`config.mk`:
```
export PLATFORM = sky130hd
export DESIGN_NAME = sbp_bank
export DESIGN_NICKNAME = d
export VERILOG_FILES = /design/src/hdl/sbp_pkg.sv /design/src/hdl/sbp_bank.sv
export SDC_FILE = /design/constraint.sdc
export NUM_CORES = 1
export LEC_CHECK = 0
export ABC_AREA = 1
export BUFFER_PORTS_ARGS = -buffer_cell sky130_fd_sc_hd__clkbuf_2
export CORE_MARGIN = 4
export CORE_UTILIZATION = 47
export DETAILED_ROUTE_END_ITERATION = 10
export PLACE_DENSITY = 0.84
export RECOVER_POWER = 100
export SLEW_MARGIN = 20
export SYNTH_ARGS = -nofsm -noshare
export SYNTH_HDL_FRONTEND = slang
export SYNTH_SLANG_ARGS = --single-unit
export TNS_END_PERCENT = 100
```
`constraint.sdc`:
```
create_clock -name i_clk -period 1.2 [get_ports i_clk]
set_clock_uncertainty 0.05 [all_clocks]
set_input_delay 0.12 -clock i_clk [delete_from_list [all_inputs] [get_ports i_clk]]
set_output_delay 0.12 -clock i_clk [all_outputs]
set_load 0.01 [all_outputs]
```
`src/hdl/sbp_pkg.sv`:
```
package sbp_pkg;
  localparam logic [7:0] SBP_OFS_HOMING = 8'h24;
  localparam logic [7:0] SBP_OFS_POLARITY = 8'h25;
  localparam logic [7:0] SBP_OFS_ALLOC = 8'h26;
  localparam logic [7:0] SBP_OFS_REFERENCE = 8'h27;
  localparam logic [15:0] SBP_RESET_VALUE = 16'h0000;
  // writable bit masks; unused bits stay zero
  localparam logic [15:0] SBP_MASK_HOMING = 16'h7fff;
  localparam logic [15:0] SBP_MASK_POLARITY = 16'hffdf;
  localparam logic [15:0] SBP_MASK_ALLOC = 16'hffff;
  localparam logic [15:0] SBP_MASK_REFERENCE = 16'h1fff;
  localparam logic [3:0] SBP_PCOUNT_MAX = 4'h5;
  localparam logic [2:0] SBP_HMETHOD_MAX = 3'h6;
  localparam logic [3:0] SBP_ALLOC_MAX = 4'h8;
  localparam logic [1:0] SBP_SPECIAL_MAX = 2'h1;

  typedef enum logic [1:0] {
    SBP_SW_TORQUE = 2'h0,
    SBP_SW_SPEED = 2'h1,
    SBP_SW_ACCEL = 2'h2,
    SBP_SW_ERROR = 2'h3
  } sbp_switch_type;

  typedef struct packed {
    logic [3:0] reverse_cap;
    logic [3:0] forward_cap;
    logic [3:0] proportional;
    logic [3:0] servo_on;
    logic [3:0] fault_clear;
  } sbp_alloc_type;

  typedef struct packed {
    logic start_from_current;
    sbp_switch_type switch_sel;
    logic echo_text_en;
    logic ack_reply_en;
    logic error_reply_en;
    logic ignore_no_axis;
    logic [3:0] pulse_count_check;
    logic pulse_train_ref;
    logic absolute_encoder;
    logic alt_homing_method;
    logic homing_minus_dir;
    logic external_step;
    logic use_allocation;
    logic ignore_parity;
    logic complete_width_mult;
    logic complete_signal_en;
    logic buffered_ref;
    logic overwrite_ref;
    logic zero_from_external;
    logic [2:0] homing_method;
  } sbp_cfg_type;

  // raw drive signals, active high, before polarity handling
  typedef struct packed {
    logic current_limit_detect_out;
    logic positioning_complete_out;
    logic brake_release_out;
    logic fault_indicator_out;
  } sbp_out_type;

  typedef struct packed {
    logic home_slowdown_switch_in;
    logic fault_clear_in;
    logic travel_limit_in;
    logic servo_on_in;
    logic manual_step_in;
    logic encoder_index_phase;
    logic external_zero_mark_in;
  } sbp_in_type;
endpackage : sbp_pkg

```
`src/hdl/sbp_bank.sv`:
```
`timescale 1ns/1ps
module sbp_bank
  import sbp_pkg::*;
(
  input wire logic i_clk,
  input wire logic i_rst,
  input wire logic i_wr_en,
  input wire logic [7:0] i_addr,
  input wire logic [15:0] i_wr_data,
  output logic [15:0] o_rd_data,
  output logic o_wr_rejected,
  input wire sbp_out_type i_drive_out,
  input wire sbp_in_type i_pins_in,
  output sbp_out_type o_pins_out,
  output sbp_in_type o_drive_in,
  output logic o_homing_marker,
  output logic o_step_from_pin,
  output sbp_cfg_type o_cfg,
  output sbp_alloc_type o_alloc
);

  logic [15:0] homing_r;
  logic [15:0] polarity_r;
  logic [15:0] alloc_r;
  logic [15:0] reference_r;
  logic [15:0] rd_r;
  logic rej_r;

  function automatic logic alloc_ok(input logic [15:0] w);
    alloc_ok = (w[15:12] <= SBP_ALLOC_MAX) && (w[11:8] <= SBP_ALLOC_MAX)
      && (w[7:4] <= SBP_ALLOC_MAX) && (w[3:0] <= SBP_ALLOC_MAX);
  endfunction : alloc_ok

  wire sel_hom = i_addr == SBP_OFS_HOMING;
  wire sel_pol = i_addr == SBP_OFS_POLARITY;
  wire sel_all = i_addr == SBP_OFS_ALLOC;
  wire sel_ref = i_addr == SBP_OFS_REFERENCE;
  // out-of-range codes refused, word unchanged
  wire ok_hom = i_wr_data[7:4] <= SBP_PCOUNT_MAX;
  wire ok_pol = i_wr_data[7:6] <= SBP_SPECIAL_MAX;
  wire ok_all = alloc_ok(i_wr_data);
  wire ok_ref = (i_wr_data[6:4] <= SBP_HMETHOD_MAX)
    && (i_wr_data[3:0] <= SBP_ALLOC_MAX);
  wire wr_hom = i_wr_en && sel_hom && ok_hom;
  wire wr_pol = i_wr_en && sel_pol && ok_pol;
  wire wr_all = i_wr_en && sel_all && ok_all;
  wire wr_ref = i_wr_en && sel_ref && ok_ref;
  wire sel_any = sel_hom || sel_pol || sel_all || sel_ref;
  wire wr_any = wr_hom || wr_pol || wr_all || wr_ref;
  wire rej_nxt = i_wr_en && !wr_any;

  wire [15:0] hom_nxt = wr_hom ? (i_wr_data & SBP_MASK_HOMING) : homing_r;
  wire [15:0] pol_nxt = wr_pol ? (i_wr_data & SBP_MASK_POLARITY)
    : polarity_r;
  wire [15:0] all_nxt = wr_all ? (i_wr_data & SBP_MASK_ALLOC) : alloc_r;
  wire [15:0] ref_nxt = wr_ref ? (i_wr_data & SBP_MASK_REFERENCE)
    : reference_r;
  wire [15:0] rd_nxt = sel_hom ? homing_r :
    sel_pol ? polarity_r :
    sel_all ? alloc_r :
    sel_ref ? reference_r : 16'h0000;

  always_ff @(posedge i_clk) begin
    if (i_rst) begin
      homing_r <= SBP_RESET_VALUE;
      polarity_r <= SBP_RESET_VALUE;
      alloc_r <= SBP_RESET_VALUE;
      reference_r <= SBP_RESET_VALUE;
      rd_r <= 16'h0000;
      rej_r <= 1'b0;
    end else begin
      homing_r <= hom_nxt;
      polarity_r <= pol_nxt;
      alloc_r <= all_nxt;
      reference_r <= ref_nxt;
      rd_r <= rd_nxt;
      rej_r <= rej_nxt;
    end
  end

  assign o_rd_data = rd_r;
  assign o_wr_rejected = rej_r;

  // first word fields
  assign o_cfg.start_from_current = homing_r[14];
  assign o_cfg.switch_sel = sbp_switch_type'(homing_r[13:12]);
  assign o_cfg.echo_text_en = homing_r[11];
  assign o_cfg.ack_reply_en = homing_r[10];
  assign o_cfg.error_reply_en = homing_r[9];
  assign o_cfg.ignore_no_axis = homing_r[8];
  assign o_cfg.pulse_count_check = homing_r[7:4];
  assign o_cfg.pulse_train_ref = homing_r[3];
  assign o_cfg.absolute_encoder = homing_r[2];
  assign o_cfg.alt_homing_method = homing_r[1];
  assign o_cfg.homing_minus_dir = homing_r[0];
  // second and fourth word fields
  assign o_cfg.external_step = polarity_r[2];
  assign o_cfg.use_allocation = polarity_r[6];
  assign o_cfg.ignore_parity = reference_r[12];
  assign o_cfg.complete_width_mult = reference_r[11];
  assign o_cfg.complete_signal_en = reference_r[10];
  assign o_cfg.buffered_ref = reference_r[9];
  assign o_cfg.overwrite_ref = reference_r[8];
  assign o_cfg.zero_from_external = reference_r[7];
  assign o_cfg.homing_method = reference_r[6:4];

  // allocation codes only count in allocated mode
  wire alloc_on = polarity_r[6];
  assign o_alloc.reverse_cap = alloc_on ? alloc_r[15:12] : 4'h0;
  assign o_alloc.forward_cap = alloc_on ? alloc_r[11:8] : 4'h0;
  assign o_alloc.proportional = alloc_on ? alloc_r[7:4] : 4'h0;
  assign o_alloc.servo_on = alloc_on ? alloc_r[3:0] : 4'h0;
  assign o_alloc.fault_clear = alloc_on ? reference_r[3:0] : 4'h0;

  // output path: mask forces inactive, then invert
  wire [3:0] raw_out = i_drive_out;
  wire [3:0] masked_out = raw_out & ~polarity_r[11:8];
  assign o_pins_out = masked_out ^ polarity_r[15:12];

  // input path
  assign o_drive_in.home_slowdown_switch_in =
    i_pins_in.home_slowdown_switch_in ^ polarity_r[4];
  assign o_drive_in.fault_clear_in =
    i_pins_in.fault_clear_in & ~polarity_r[3];
  assign o_drive_in.travel_limit_in =
    i_pins_in.travel_limit_in & ~polarity_r[1];
  assign o_drive_in.servo_on_in =
    i_pins_in.servo_on_in & ~polarity_r[0];
  assign o_drive_in.manual_step_in =
    i_pins_in.manual_step_in & polarity_r[2];
  assign o_drive_in.encoder_index_phase = i_pins_in.encoder_index_phase;
  assign o_drive_in.external_zero_mark_in = i_pins_in.external_zero_mark_in;
  assign o_homing_marker = reference_r[7] ? i_pins_in.external_zero_mark_in
    : i_pins_in.encoder_index_phase;
  assign o_step_from_pin = polarity_r[2];
endmodule : sbp_bank

```
=== Yosys cells after proc, flatten, opt, wreduce, memory -nomap -nowiden ===
Index checks and enable logic that the tools add are counted.

* Equal/unequal tests: 4
* Reductions and logical operators: 18
* Mux-type cells: 10
* Magnitude comparators: 7
* Bitwise logic cells: 11

{| class="wikitable"
|+ Operator list
! kind !! number
|-
| 8-bit by 6-bit equality test with 1-bit output (second input constant) || 4
|-
| 16-bit two-way mux || 2
|-
| 4-bit two-way mux || 5
|-
| 4-bit less-or-equal comparator (second input constant) || 4
|-
| 15-bit two-way mux || 1
|-
| 1-bit logical AND || 13
|-
| 13-bit two-way mux || 1
|-
| 1-bit AND || 4
|-
| 4-bit AND || 1
|-
| 4-bit by 3-bit less-or-equal comparator with 1-bit output (second input constant) || 1
|-
| 4-bit inverter || 1
|-
| 4-bit bitwise XOR || 1
|-
| 3-bit less-or-equal comparator (second input constant) || 1
|-
| 1-bit logical OR || 3
|-
| 1-bit inverter || 3
|-
| 2-bit by 1-bit less-or-equal comparator with 1-bit output (second input constant) || 1
|-
| 2-bit OR reduction || 1
|-
| 1-bit zero test || 1
|-
| 1-bit two-way mux || 1
|-
| 1-bit bitwise XOR || 1
|}

* Register bits after elaboration: 76
* Logic and storage cells: 57
* Output and inout port bits: 76
* Bits of input ports: 38

=== Logic depth before layout (Yosys ltp) ===
Gate-level depths: netlist of run 1.

* Depth in word-level cells: 9
* Gate-level depth with buffers: 10
* Gate-level depth less buffers: 9

=== Worst setup path after synthesis of run 1 ===
OpenSTA, ideal clock, no wires.

* Kind: input port to flip-flop
* Start: input port i_addr[3]
* End: register alloc_r[10]
* Data required time: 1.037 ns
* Arrival: 1.027 ns
* Stages on the path: 9
* Path buffers: 1
* Setup slack: 0.010 ns
* Library setup time: 0.113 ns
* Path through: inv_2 -> nand2_2 -> nor2_4 -> nand2_4 -> nor2_4 -> nand2_2 -> buf_2 -> nor2_1 -> nor2_1

* Cells in the longest elaborated chain, start to end: 3

{| class="wikitable"
|+ Ends and longest elaborated chain
! element !! line !! source
|-
| start, declared || sbp_bank.sv:8 || <nowiki>input wire logic [7:0] i_addr,</nowiki>
|-
| 8-bit by 6-bit equality test with 1-bit output || sbp_bank.sv:36 || <nowiki>wire sel_all = i_addr == SBP_OFS_ALLOC;</nowiki>
|-
| 1-bit logical AND (2 in a row) || sbp_bank.sv:46 || <nowiki>wire wr_all = i_wr_en && sel_all && ok_all;</nowiki>
|-
| end signal, assigned || sbp_bank.sv:74 || <nowiki>alloc_r <= all_nxt;</nowiki>
|-
| end, declared || sbp_bank.sv:24 || <nowiki>logic [15:0] alloc_r;</nowiki>
|}

No other way between the ends.
A chain may end at the register's enable or synchronous reset.

==> reports/qor.yml, run 1 <==
sta:
  fin_crit_ps: 1310
  rsz0062_at_grt: "true"
  whs_ps: 32.5
  hold_viol: 0
  clock.fmax_mhz: 765
  max_slew_margin: 0.691
  final-setup-viol-count: 25
  setup_slack_ps: -107
  slew_violations: 0
  tightest_slew_ps: 464
  period_share: 1.09
status:
  violations: "negative setup slack"
  status: "finished, violations left"
global_routing:
  track_usage: 0.223
  grt_pass1_wl_mm: 17.4
  antenna_found_initial: 0
  overflow: 0
  grt_pass1_vias: 3808
  grt_max_degree: 46
placement:
  hpwl_mm: 8.24
  dp.cells: 784
  gp_congestion: 0.868
  io_buffers: 113
  place_area_um2: 4560
  preCtsSetupSlack_ps: -193
setup_path:
  worst_setup_path_start_kind: "flip-flop"
  arrival_ps: 1140
  path_max_fanout: 3
  path_class: "flip-flop to output pin"
  critPathRequiredTime_ps: 1030
  r2r_slack_ps: 160
  crit_path_end_kind: "output pin"
drt:
  wire_per_inst_um: 13.8
  drc_errors: 0
  vias: 4014
  ant_nets: 0
  avgViaCountPerCell: 4.97
  wirelength_mm: 11.2
  drt_pass1_iterations: 5
  dr.first_iter.drc_count: 233
yosys:
  yosysSeqAreaShare: 0.399
  netlist_area_um2: 3810
  syn_inst: 575
  syn_avg_cell_area_um2: 6.62
  ys_ff_latch: 76
  syn-num-nets: 613
  ys_types: 29
  ys.warnings.count: 0
cts:
  h-tree-depth: 3
  cts.clk_slew.worst_paths_ps: 80
  cts.sinks: 76
  clock_latency_ps: 350
  cts-root-buf: "clkbuf_8"
  clockBufferDepth: 2
  cts_buffers: 9
  cts_tree: "yes"
power_and_ir_drop:
  p_total_mw: 4.93
  p_leak_nw: 2.58
  vdd_drop_max_mv: 0.725
  power-per-cell-area_nw_per_um2: 1040
floorplanning:
  dieWidth_um: 98.0
  core-area_um2: 7810
  boundaryPins: 114
  fp.dieArea_um2: 9610
  chipHeight_um: 98.0
  floorplan.initialDensity: 0.488
  row_count: 32
hold_path:
  hold_class: "primary input to flip-flop"
final_layout:
  area_growth_pct: 24.1
  final_nets: 738
  fin_cells: 807
  drive_gt1_frac: 0.226
  insertedDiodeCount: 0
  postLayoutCellArea_um2: 4730
  nFillCells: 727
run:
  max-cap-violations: 0
stage by stage:
step           TNS (ps)   util
2_1_floorplan         0      -
3_3_place_gp      -5530  0.583
3_5_place_dp      -9190  0.583
4_1_cts           -1840  0.616
5_1_grt           -4070  0.605
6_report          -1730  0.605
final cells by class:
cell class / instances / area [µm²] / share of cell area
tap: 102 / 128 / 0.0270
inverter: 93 / 352 / 0.0744
multi-input combinational: 369 / 1650 / 0.348
clock buffer: 9 / 124 / 0.0262
timing repair buffer: 151 / 862 / 0.182
clock inverter: 7 / 83.8 / 0.0177
sequential: 76 / 1530 / 0.324
power by group:
part,switching (mW),internal [mW]
combinational,0.217,0.154
sequential,0.00199,2.52
clock,1.05,0.992
total,1.26,3.67
placed cells by master, fill, tap and decap left out:
cell type and n:
a21boi_0 1, a21boi_4 1, a21oi_1 19, buf_12 3, buf_2 23, buf_4 28
buf_6 3, bufinv_16 1, clkbuf_1 46, clkbuf_16 1, clkbuf_2 44, clkbuf_4 2
clkbuf_8 9, clkinv_4 3, clkinvlp_4 1, dfxtp_1 69, dfxtp_2 6, dfxtp_4 1
dlygate4sd3_1 1, inv_1 83, inv_2 9, inv_4 1, inv_6 1, inv_8 1
mux2_4 1, nand2_1 147, nand2_2 11, nand2_4 1, nand3_1 42, nand3b_1 2
nand4_1 1, nor2_1 99, nor2_2 3, nor2_4 3, o211ai_1 3, o21ai_0 20
o21ai_1 8, o21ai_2 1, or2_2 1, xor2_1 5
sequential cells by signal, indices dropped and copies added, names as in the netlist:
register / flops
alloc_r: 16
homing_r: 15
o_rd_data: 16
o_wr_rejected: 1
polarity_r: 15
reference_r: 13
final timing paths:
kind | from | endpoint | cells after the start
worst max-delay path | polarity_r[9]$_SDFFE_PP0P_ | o_pins_out[1] | 4
worst min-delay path | i_wr_data[7] | reference_r[7]$_SDFFE_PP0P_ | 3
worst max register to register | polarity_r[6]$_SDFFE_PP0P_ | o_rd_data[6]$_SDFF_PP0_ | 6
worst min register to register | polarity_r[7]$_SDFFE_PP0P_ | polarity_r[7]$_SDFFE_PP0P_ | 2
critical path, cell delays in order (launching register included):
cell	delay, ps
dfxtp_2	320
inv_2	70
nand2_2	50
xor2_1	170
buf_2	170
cell usage after synthesis:
| cell | number | share of area |
|---|---|---|
| a21boi_0 | 1 | 0.0020 |
| bufbuf_8 | 1 | 0.0049 |
| clkbuf_1 | 8 | 0.0079 |
| inv_4 | 1 | 0.0016 |
| nand2_2 | 7 | 0.011 |
| nand3_1 | 42 | 0.055 |
| o21ai_0 | 20 | 0.026 |
| dfxtp_1 | 76 | 0.40 |
| o21ai_1 | 8 | 0.011 |
| a21oi_1 | 19 | 0.025 |
| buf_2 | 8 | 0.011 |
| nand2_1 | 149 | 0.15 |
| o211ai_1 | 3 | 0.0059 |
| inv_2 | 3 | 0.0030 |
| inv_1 | 89 | 0.088 |
| nor2_2 | 6 | 0.0099 |
| a21boi_4 | 1 | 0.0049 |
| nor2_4 | 5 | 0.015 |
| o21ai_2 | 1 | 0.0023 |
| nor2_1 | 94 | 0.093 |
| nand2_4 | 3 | 0.0089 |
| buf_12 | 1 | 0.0053 |
| buf_6 | 4 | 0.012 |
| xor2_1 | 5 | 0.011 |
| or2_2 | 1 | 0.0016 |
| nand4_1 | 1 | 0.0016 |
| mux2_2 | 1 | 0.0030 |
| nand3b_1 | 2 | 0.0039 |
| buf_4 | 15 | 0.030 |
logic make-up after synthesis:
| logic type | count (synthesis) | synth area share |
|---|---|---|
| DFF | 76 | 0.399 |
| muxes | 1 | 0.00296 |
| and+or+nand+nor | 310 | 0.347 |
| xor gates and xnor gates | 5 | 0.0115 |
| AOI/OAI and AO/OA | 53 | 0.0769 |
| buffers and inverters | 130 | 0.162 |
metal layers:
metal  part of all wire  up-vias  GRT usage
li1                   -     1963          -
met1               0.38     1813      0.252
met2               0.50      199      0.387
met3              0.090       39     0.0600
met4              0.036        0      0.110
met5                  0        -          0
what timing repair did:
item                                    in CTS  in global routing
gates cloned                                 0                  1
buffers inserted                             2                  3
endpoints found under the setup margin      27                 28
hold buffers                                 1                  0
gates resized for setup                     18                 28
hold endpoints to repair                     1                  0
pin swaps                                    1                  0
No activity file was read; power rests on OpenSTA's default activity.
==> run 2, diff against run 1 <==
- ABC_AREA: 1 -> 0
- CORE_UTILIZATION: 47 -> 46
- PLACE_DENSITY: 0.84 -> 0.83
==> reports/qor.yml, run 2 <==
floorplanning:
  boundaryPins: 114  # unchanged
  core-area_um2: 7690  # -1.5%
  floorplan.initialDensity: 0.470  # -0.0183
  chipHeight_um: 96.6  # -1.5%
  row_count: 32  # unchanged
  dieWidth_um: 96.6  # -1.5%
  fp.dieArea_um2: 9330  # -2.9%
cts:
  clockBufferDepth: 2  # unchanged
  clock_latency_ps: 360  # about the same
  cts_hold_buf: 0  # -1
  cts-root-buf: "clkbuf_8"
  cts_tree: "yes"
  cts.sinks: 76  # unchanged
  h-tree-depth: 3  # unchanged
  cts.clk_slew.worst_paths_ps: 70  # about the same
  cts_buffers: 9  # unchanged
yosys:
  ys_async_sr_fraction: 0  # unchanged
  synth_top_area_frac: 0.421  # +0.0220
  ys_ff_latch: 76  # unchanged
  yosys.cell_count.top_type: "dfxtp_1"
  syn-num-nets: 467  # -24%
  synth-edff-count: 0  # unchanged
  synth_top_family_by_area: "simple AND/OR/NAND/NOR gates"
  netlist_area_um2: 3610  # -5.2%
  yosysSeqAreaShare: 0.421  # +0.0220
  synth.area.top_cells: "dfxtp_1, a21oi_1, o21ai_0, nand3_1, mux2i_1"
  synth_compound_area_frac: 0.197  # +0.120
  synth_top_area_cell: "dfxtp_1"
  synth_xor_area_frac: 0.0121  # +0.000634
  syn_avg_cell_area_um2: 8.41  # +27%
  ys.warnings.count: 0  # unchanged
  synth.area.mux_share: 0.0503  # +0.0473
  synthAdderAreaFrac: 0  # unchanged
  synth_ff_type: "dfxtp_1"
  synthSimpleGateAreaFrac: 0.245  # -0.102
  synth.top_cells.by_count: "dfxtp_1, a21oi_1, o21ai_0, nand3_1, nor2_1"
  syn_inst: 429  # -25%
  ys_types: 40  # +38%
sta:
  setup_tns_ps: -2550  # -823 ps
  rsz0062_at_grt: "true"
  period_share: 1.10  # +0.0124
  setup_slack_ps: -122  # -14.8 ps
  slew_violations: 0  # unchanged
  max_slew_margin: 0.780  # +0.0890
  hold_viol: 0  # unchanged
  clock.fmax_mhz: 757  # -1.1%
  fin_crit_ps: 1320  # +14.8 ps
  final-setup-viol-count: 39  # +56%
  tightest_slew_ps: 330  # -133 ps
drt:
  drc_errors: 0  # unchanged
  vias: 4150  # +3.4%
  wire_per_inst_um: 19.5  # +41%
  avgViaCountPerCell: 6.01  # +21%
  dr.first_iter.drc_count: 289  # +24%
  wirelength_mm: 13.5  # +21%
  drt_pass1_iterations: 5  # unchanged
  ant_nets: 0  # unchanged
placement:
  preCtsSetupSlack_ps: -416  # -223 ps
  gp_congestion: 1.01  # +16%
  io_buffers: 113  # unchanged
  hpwl_mm: 9.15  # +11%
final_layout:
  area_growth_pct: 49.5
  nFillCells: 580  # -20%
  drive_gt1_frac: 0.406  # +0.180
  insertedDiodeCount: 0  # unchanged
  final_cell_mix: "dfxtp_1, buf_4, clkbuf_1"
  final_nets: 622  # -16%
  final_common_cell: "dfxtp_1"
  fin_util: 0.702  # +0.0967
power_and_ir_drop:
  p_total_mw: 5.47  # +11%
  vdd_drop_max_mv: 0.626  # -14%
  power-per-cell-area_nw_per_um2: 1010  # -2.9%
  p_leak_nw: 2.24  # -13%
global_routing:
  overflow: 0  # unchanged
  grt_max_degree: 32  # -30%
  grt_pass1_wl_mm: 19.2  # +10%
  track_usage: 0.270  # +0.0465
  grt_pass1_vias: 3883  # +2.0%
  antenna_found_initial: 0  # unchanged
setup_path:
  path_class: "flip-flop to output pin"
  arrival_ps: 1150  # about the same
  path_cells: "buf_6 > and2_4 > buf_8"
  critPathRequiredTime_ps: 1030  # about the same
  crit_path_end_kind: "output pin"
  slowest_stage: "dfxtp_4"
  worst_setup_path_start_kind: "flip-flop"
  path_max_fanout: 7  # +4
  cp_top_family: "flip-flops"
  critical_path.max_stage_delay_ps: 410  # +90 ps
  crit_buf_inv: 2  # unchanged
status:
  status: "finished, violations left"
  violations: "negative setup slack"
run:
  max-cap-violations: 0  # unchanged
hold_path:
  hold_class: "primary input to flip-flop"
-- run 2: cell types whose count changed after synthesis, sizes merged, moves of 21 or more --
cell    before  now
a21oi       19   46
and2         0   21
clkbuf       8   29
inv         93    0
nand2      159    2
nor2       105   31
-- run 2: layer usage --
metal,global-route usage,part of all wire
met5,0,0
met4,0.125,0.041
met3,0.0643,0.095
met2,0.459,0.49
met1,0.320,0.38
-- run 2: metrics by stage --
| step | cells | hold slack, ps | area (µm²) |
|---|---|---|---|
| after CTS | 683 | 16.4 | 5020 |
| final | 691 | 39.2 | 5400 |
| after floorplan | 429 | 214 | 3680 |
| after global routing | 691 | 53.7 | 5400 |
| after detailed placement | 660 | 389 | 4590 |
| after global placement | 660 | 386 | 4590 |
-- run 2: final cells by class --
class / count / area [µm²] / share of cell area
well taps: 102 / 128 / 0.0236
clock buffers: 10 / 128 / 0.0236
multi-input cells: 298 / 2110 / 0.391
flip-flops and latches: 76 / 1530 / 0.284
repair buffers: 199 / 1390 / 0.257
clock inverters: 6 / 113 / 0.0209
-- run 2: kinds of logic after synthesis --
family / count (synthesis)
simple gates: 154
xor+xnor: 5
buf+inv: 55
mux: 18
compound gates: 121
flops: 76
-- run 2: what timing repair did --
item | 4_1_cts | 5_1_grt
gates cloned | 0 | 4
pin swaps | 8 | 30
setup buffers | 7 | 4
gates resized for setup | 34 | 120
endpoints found under the setup margin | 44 | 88
-- run 2: worst min-delay path: cells and delay by family --
kind	cells	cell delay (ps)
buffers and inverters	1	130
and+or+nand+nor	1	80
AOI/OAI and AO/OA	1	60
-- run 2: final timing paths --
kind,from,to,slack (ps),cells past startpoint
max,polarity_r[6]$_SDFFE_PP0P_,o_alloc[12],-120,3
min,i_wr_data[13],alloc_r[13]$_SDFFE_PP0P_,40,3
max reg2reg,polarity_r[11]$_SDFFE_PP0P_,o_rd_data[11]$_SDFF_PP0_,-50,5
min reg2reg,reference_r[9]$_SDFFE_PP0P_,reference_r[9]$_SDFFE_PP0P_,440,2
-- run 2: report_power, final --
group	total [mW]	switching, mW	internal, mW
clock	2.36	0.977	1.39
combinational	0.586	0.340	0.247
sequential	2.52	0.00228	2.52
total	5.47	1.32	4.15
==> run 3, diff against run 2 <==
- CORE_MARGIN: 4 -> 3
==> reports/qor.yml, run 3 (same netlist as run 2, synthesis figures left out) <==
final_layout:
  final_common_cell: "dfxtp_1"
  final_nets: 619  # -0.48%
  fin_cells: 684  # -1.0%
  insertedDiodeCount: 0  # unchanged
  drive_gt1_frac: 0.400  # -0.00577
  nFillCells: 495  # -15%
  final_cell_mix: "dfxtp_1, buf_4, clkbuf_2"
  area_growth_pct: 48.1
floorplanning:
  core-area_um2: 7450  # -3.1%
  floorplan.initialDensity: 0.485  # +0.0151
  row_count: 31  # -3.1%
  dieWidth_um: 94.6  # -2.1%
  fp.dieArea_um2: 8950  # -4.1%
  boundaryPins: 114  # unchanged
  chipHeight_um: 94.6  # -2.1%
placement:
  gp_congestion: 0.895  # -11%
  hpwl_mm: 9.11  # -0.47%
  dp.cells: 661  # +0.15%
  io_buffers: 113  # unchanged
  preCtsSetupSlack_ps: -370  # +46.2 ps
status:
  status: "finished, violations left"
  violations: "negative setup slack"
sta:
  fin_crit_ps: 1350  # +28.7 ps
  period_share: 1.13  # +0.0239
  final-setup-viol-count: 64  # +64%
  hold_viol: 0  # unchanged
  tightest_slew_ps: 444  # +114 ps
  max_slew_margin: 0.704  # -0.0758
  setup_tns_ps: -4280  # -1720 ps
  setup_slack_ps: -150  # -28.7 ps
  clock.fmax_mhz: 741  # -2.1%
  whs_ps: 67.6  # +28.4 ps
  rsz0062_at_grt: "true"
  slew_violations: 0  # unchanged
drt:
  avgViaCountPerCell: 6.53  # +8.8%
  vias: 4468  # +7.7%
  drt_pass1_iterations: 10  # +5
  ant_nets: 0  # unchanged
  dr.first_iter.drc_count: 684  # +140%
  wirelength_mm: 15.3  # +13%
  drc_errors: 0  # unchanged
  wire_per_inst_um: 22.3  # +14%
cts:
  cts-root-buf: "clkbuf_8"
  clockBufferDepth: 2  # unchanged
  cts_tree: "yes"
  cts.clk_slew.worst_paths_ps: 80  # about the same
  h-tree-depth: 3  # unchanged
  clock_latency_ps: 360  # about the same
  cts_buffers: 9  # unchanged
  cts.sinks: 76  # unchanged
setup_path:
  worst_setup_path_start_kind: "flip-flop"
  critPathRequiredTime_ps: 1030  # about the same
  path_class: "flip-flop to output pin"
  reg2reg_from: "polarity_r[0]$_SDFFE_PP0P_"
  arrival_ps: 1180  # +30 ps
  startpoint: "polarity_r[6]$_SDFFE_PP0P_"
  path_max_fanout: 8  # +1
  crit_path_end_kind: "output pin"
global_routing:
  grt_max_degree: 30  # -6.3%
  grt_pass1_wl_mm: 20.1  # +4.4%
  grt_pass1_vias: 3985  # +2.6%
  overflow: 0  # unchanged
  track_usage: 0.291  # +0.0215
  antenna_found_initial: 0  # unchanged
power_and_ir_drop:
  power-per-cell-area_nw_per_um2: 994  # -1.9%
  vdd_drop_max_mv: 0.561  # -10%
  p_leak_nw: 2.22  # -0.50%
hold_path:
  holdCritStartpoint: "i_wr_data[15]"
  hold_class: "primary input to flip-flop"
run:
  max-cap-violations: 0  # unchanged
run 3: cell types whose count changed in the layout (fill, tap and decap cells not counted), sizes merged:
| cell | previous run | this run |
|---|---|---|
| buf | 112 | 105 |
| clkbuf | 97 | 101 |
| clkinv | 3 | 2 |
| dlygate4sd3 | 0 | 1 |
| bufinv | 3 | 2 |
run 3: per-layer routing:
metal / GRT usage / up-vias / routed length, µm
met4: 0.156 / 0 / 979
met3: 0.0757 / 115 / 1930
li1: - / 1842 / -
met1: 0.357 / 2071 / 5340
met5: 0 / - / 0
met2: 0.468 / 440 / 7030
run 3: cell type report:
cell class,count,area (µm²),share of cell area
well taps,99,124,0.0232
multi-input cells,298,2140,0.400
clock inverters,4,73.8,0.0138
clock buffers,11,141,0.0265
flip-flops and latches,76,1530,0.287
repair buffers,196,1340,0.250
run 3: worst paths after layout:
path / to / slack, ps / depth (start not counted)
worst max-delay path: o_alloc[19] / -150 / 3
worst min-delay path: polarity_r[15]$_SDFFE_PP0P_ / 70 / 3
worst max register to register: o_rd_data[0]$_SDFF_PP0_ / -40 / 4
worst min register to register: o_rd_data[7]$_SDFF_PP0_ / 440 / 1
run 3: worst max-delay path, stage by stage, from the launching register on:
cell	delay, ps
dfxtp_4	400
buf_8	150
and2_4	160
buf_6	100
run 3: through the flow:
step / utilization / instance area, µm² / power [mW]
detailed placement: 0.621 / 4630 / 3.11
global route: 0.718 / 5350 / 5.43
floorplan: - / 3680 / 2.81
CTS: 0.668 / 4970 / 5.24
global placement: 0.621 / 4630 / 3.10
finish: 0.718 / 5350 / 5.31
run 3: repair_timing:
item,in CTS,in global routing
hold endpoints to repair,1,0
gates cloned,0,3
setup endpoints to repair,29,95
hold buffers,1,0
resized for setup,27,123
setup buffers,4,1
pin swaps,8,14
run 3: power by group:
part | total, mW | switching, mW | internal (mW)
Clock | 2.18 | 0.965 | 1.22
Combinational | 0.612 | 0.363 | 0.248
Sequential | 2.52 | 0.00161 | 2.52
Total | 5.31 | 1.33 | 3.98
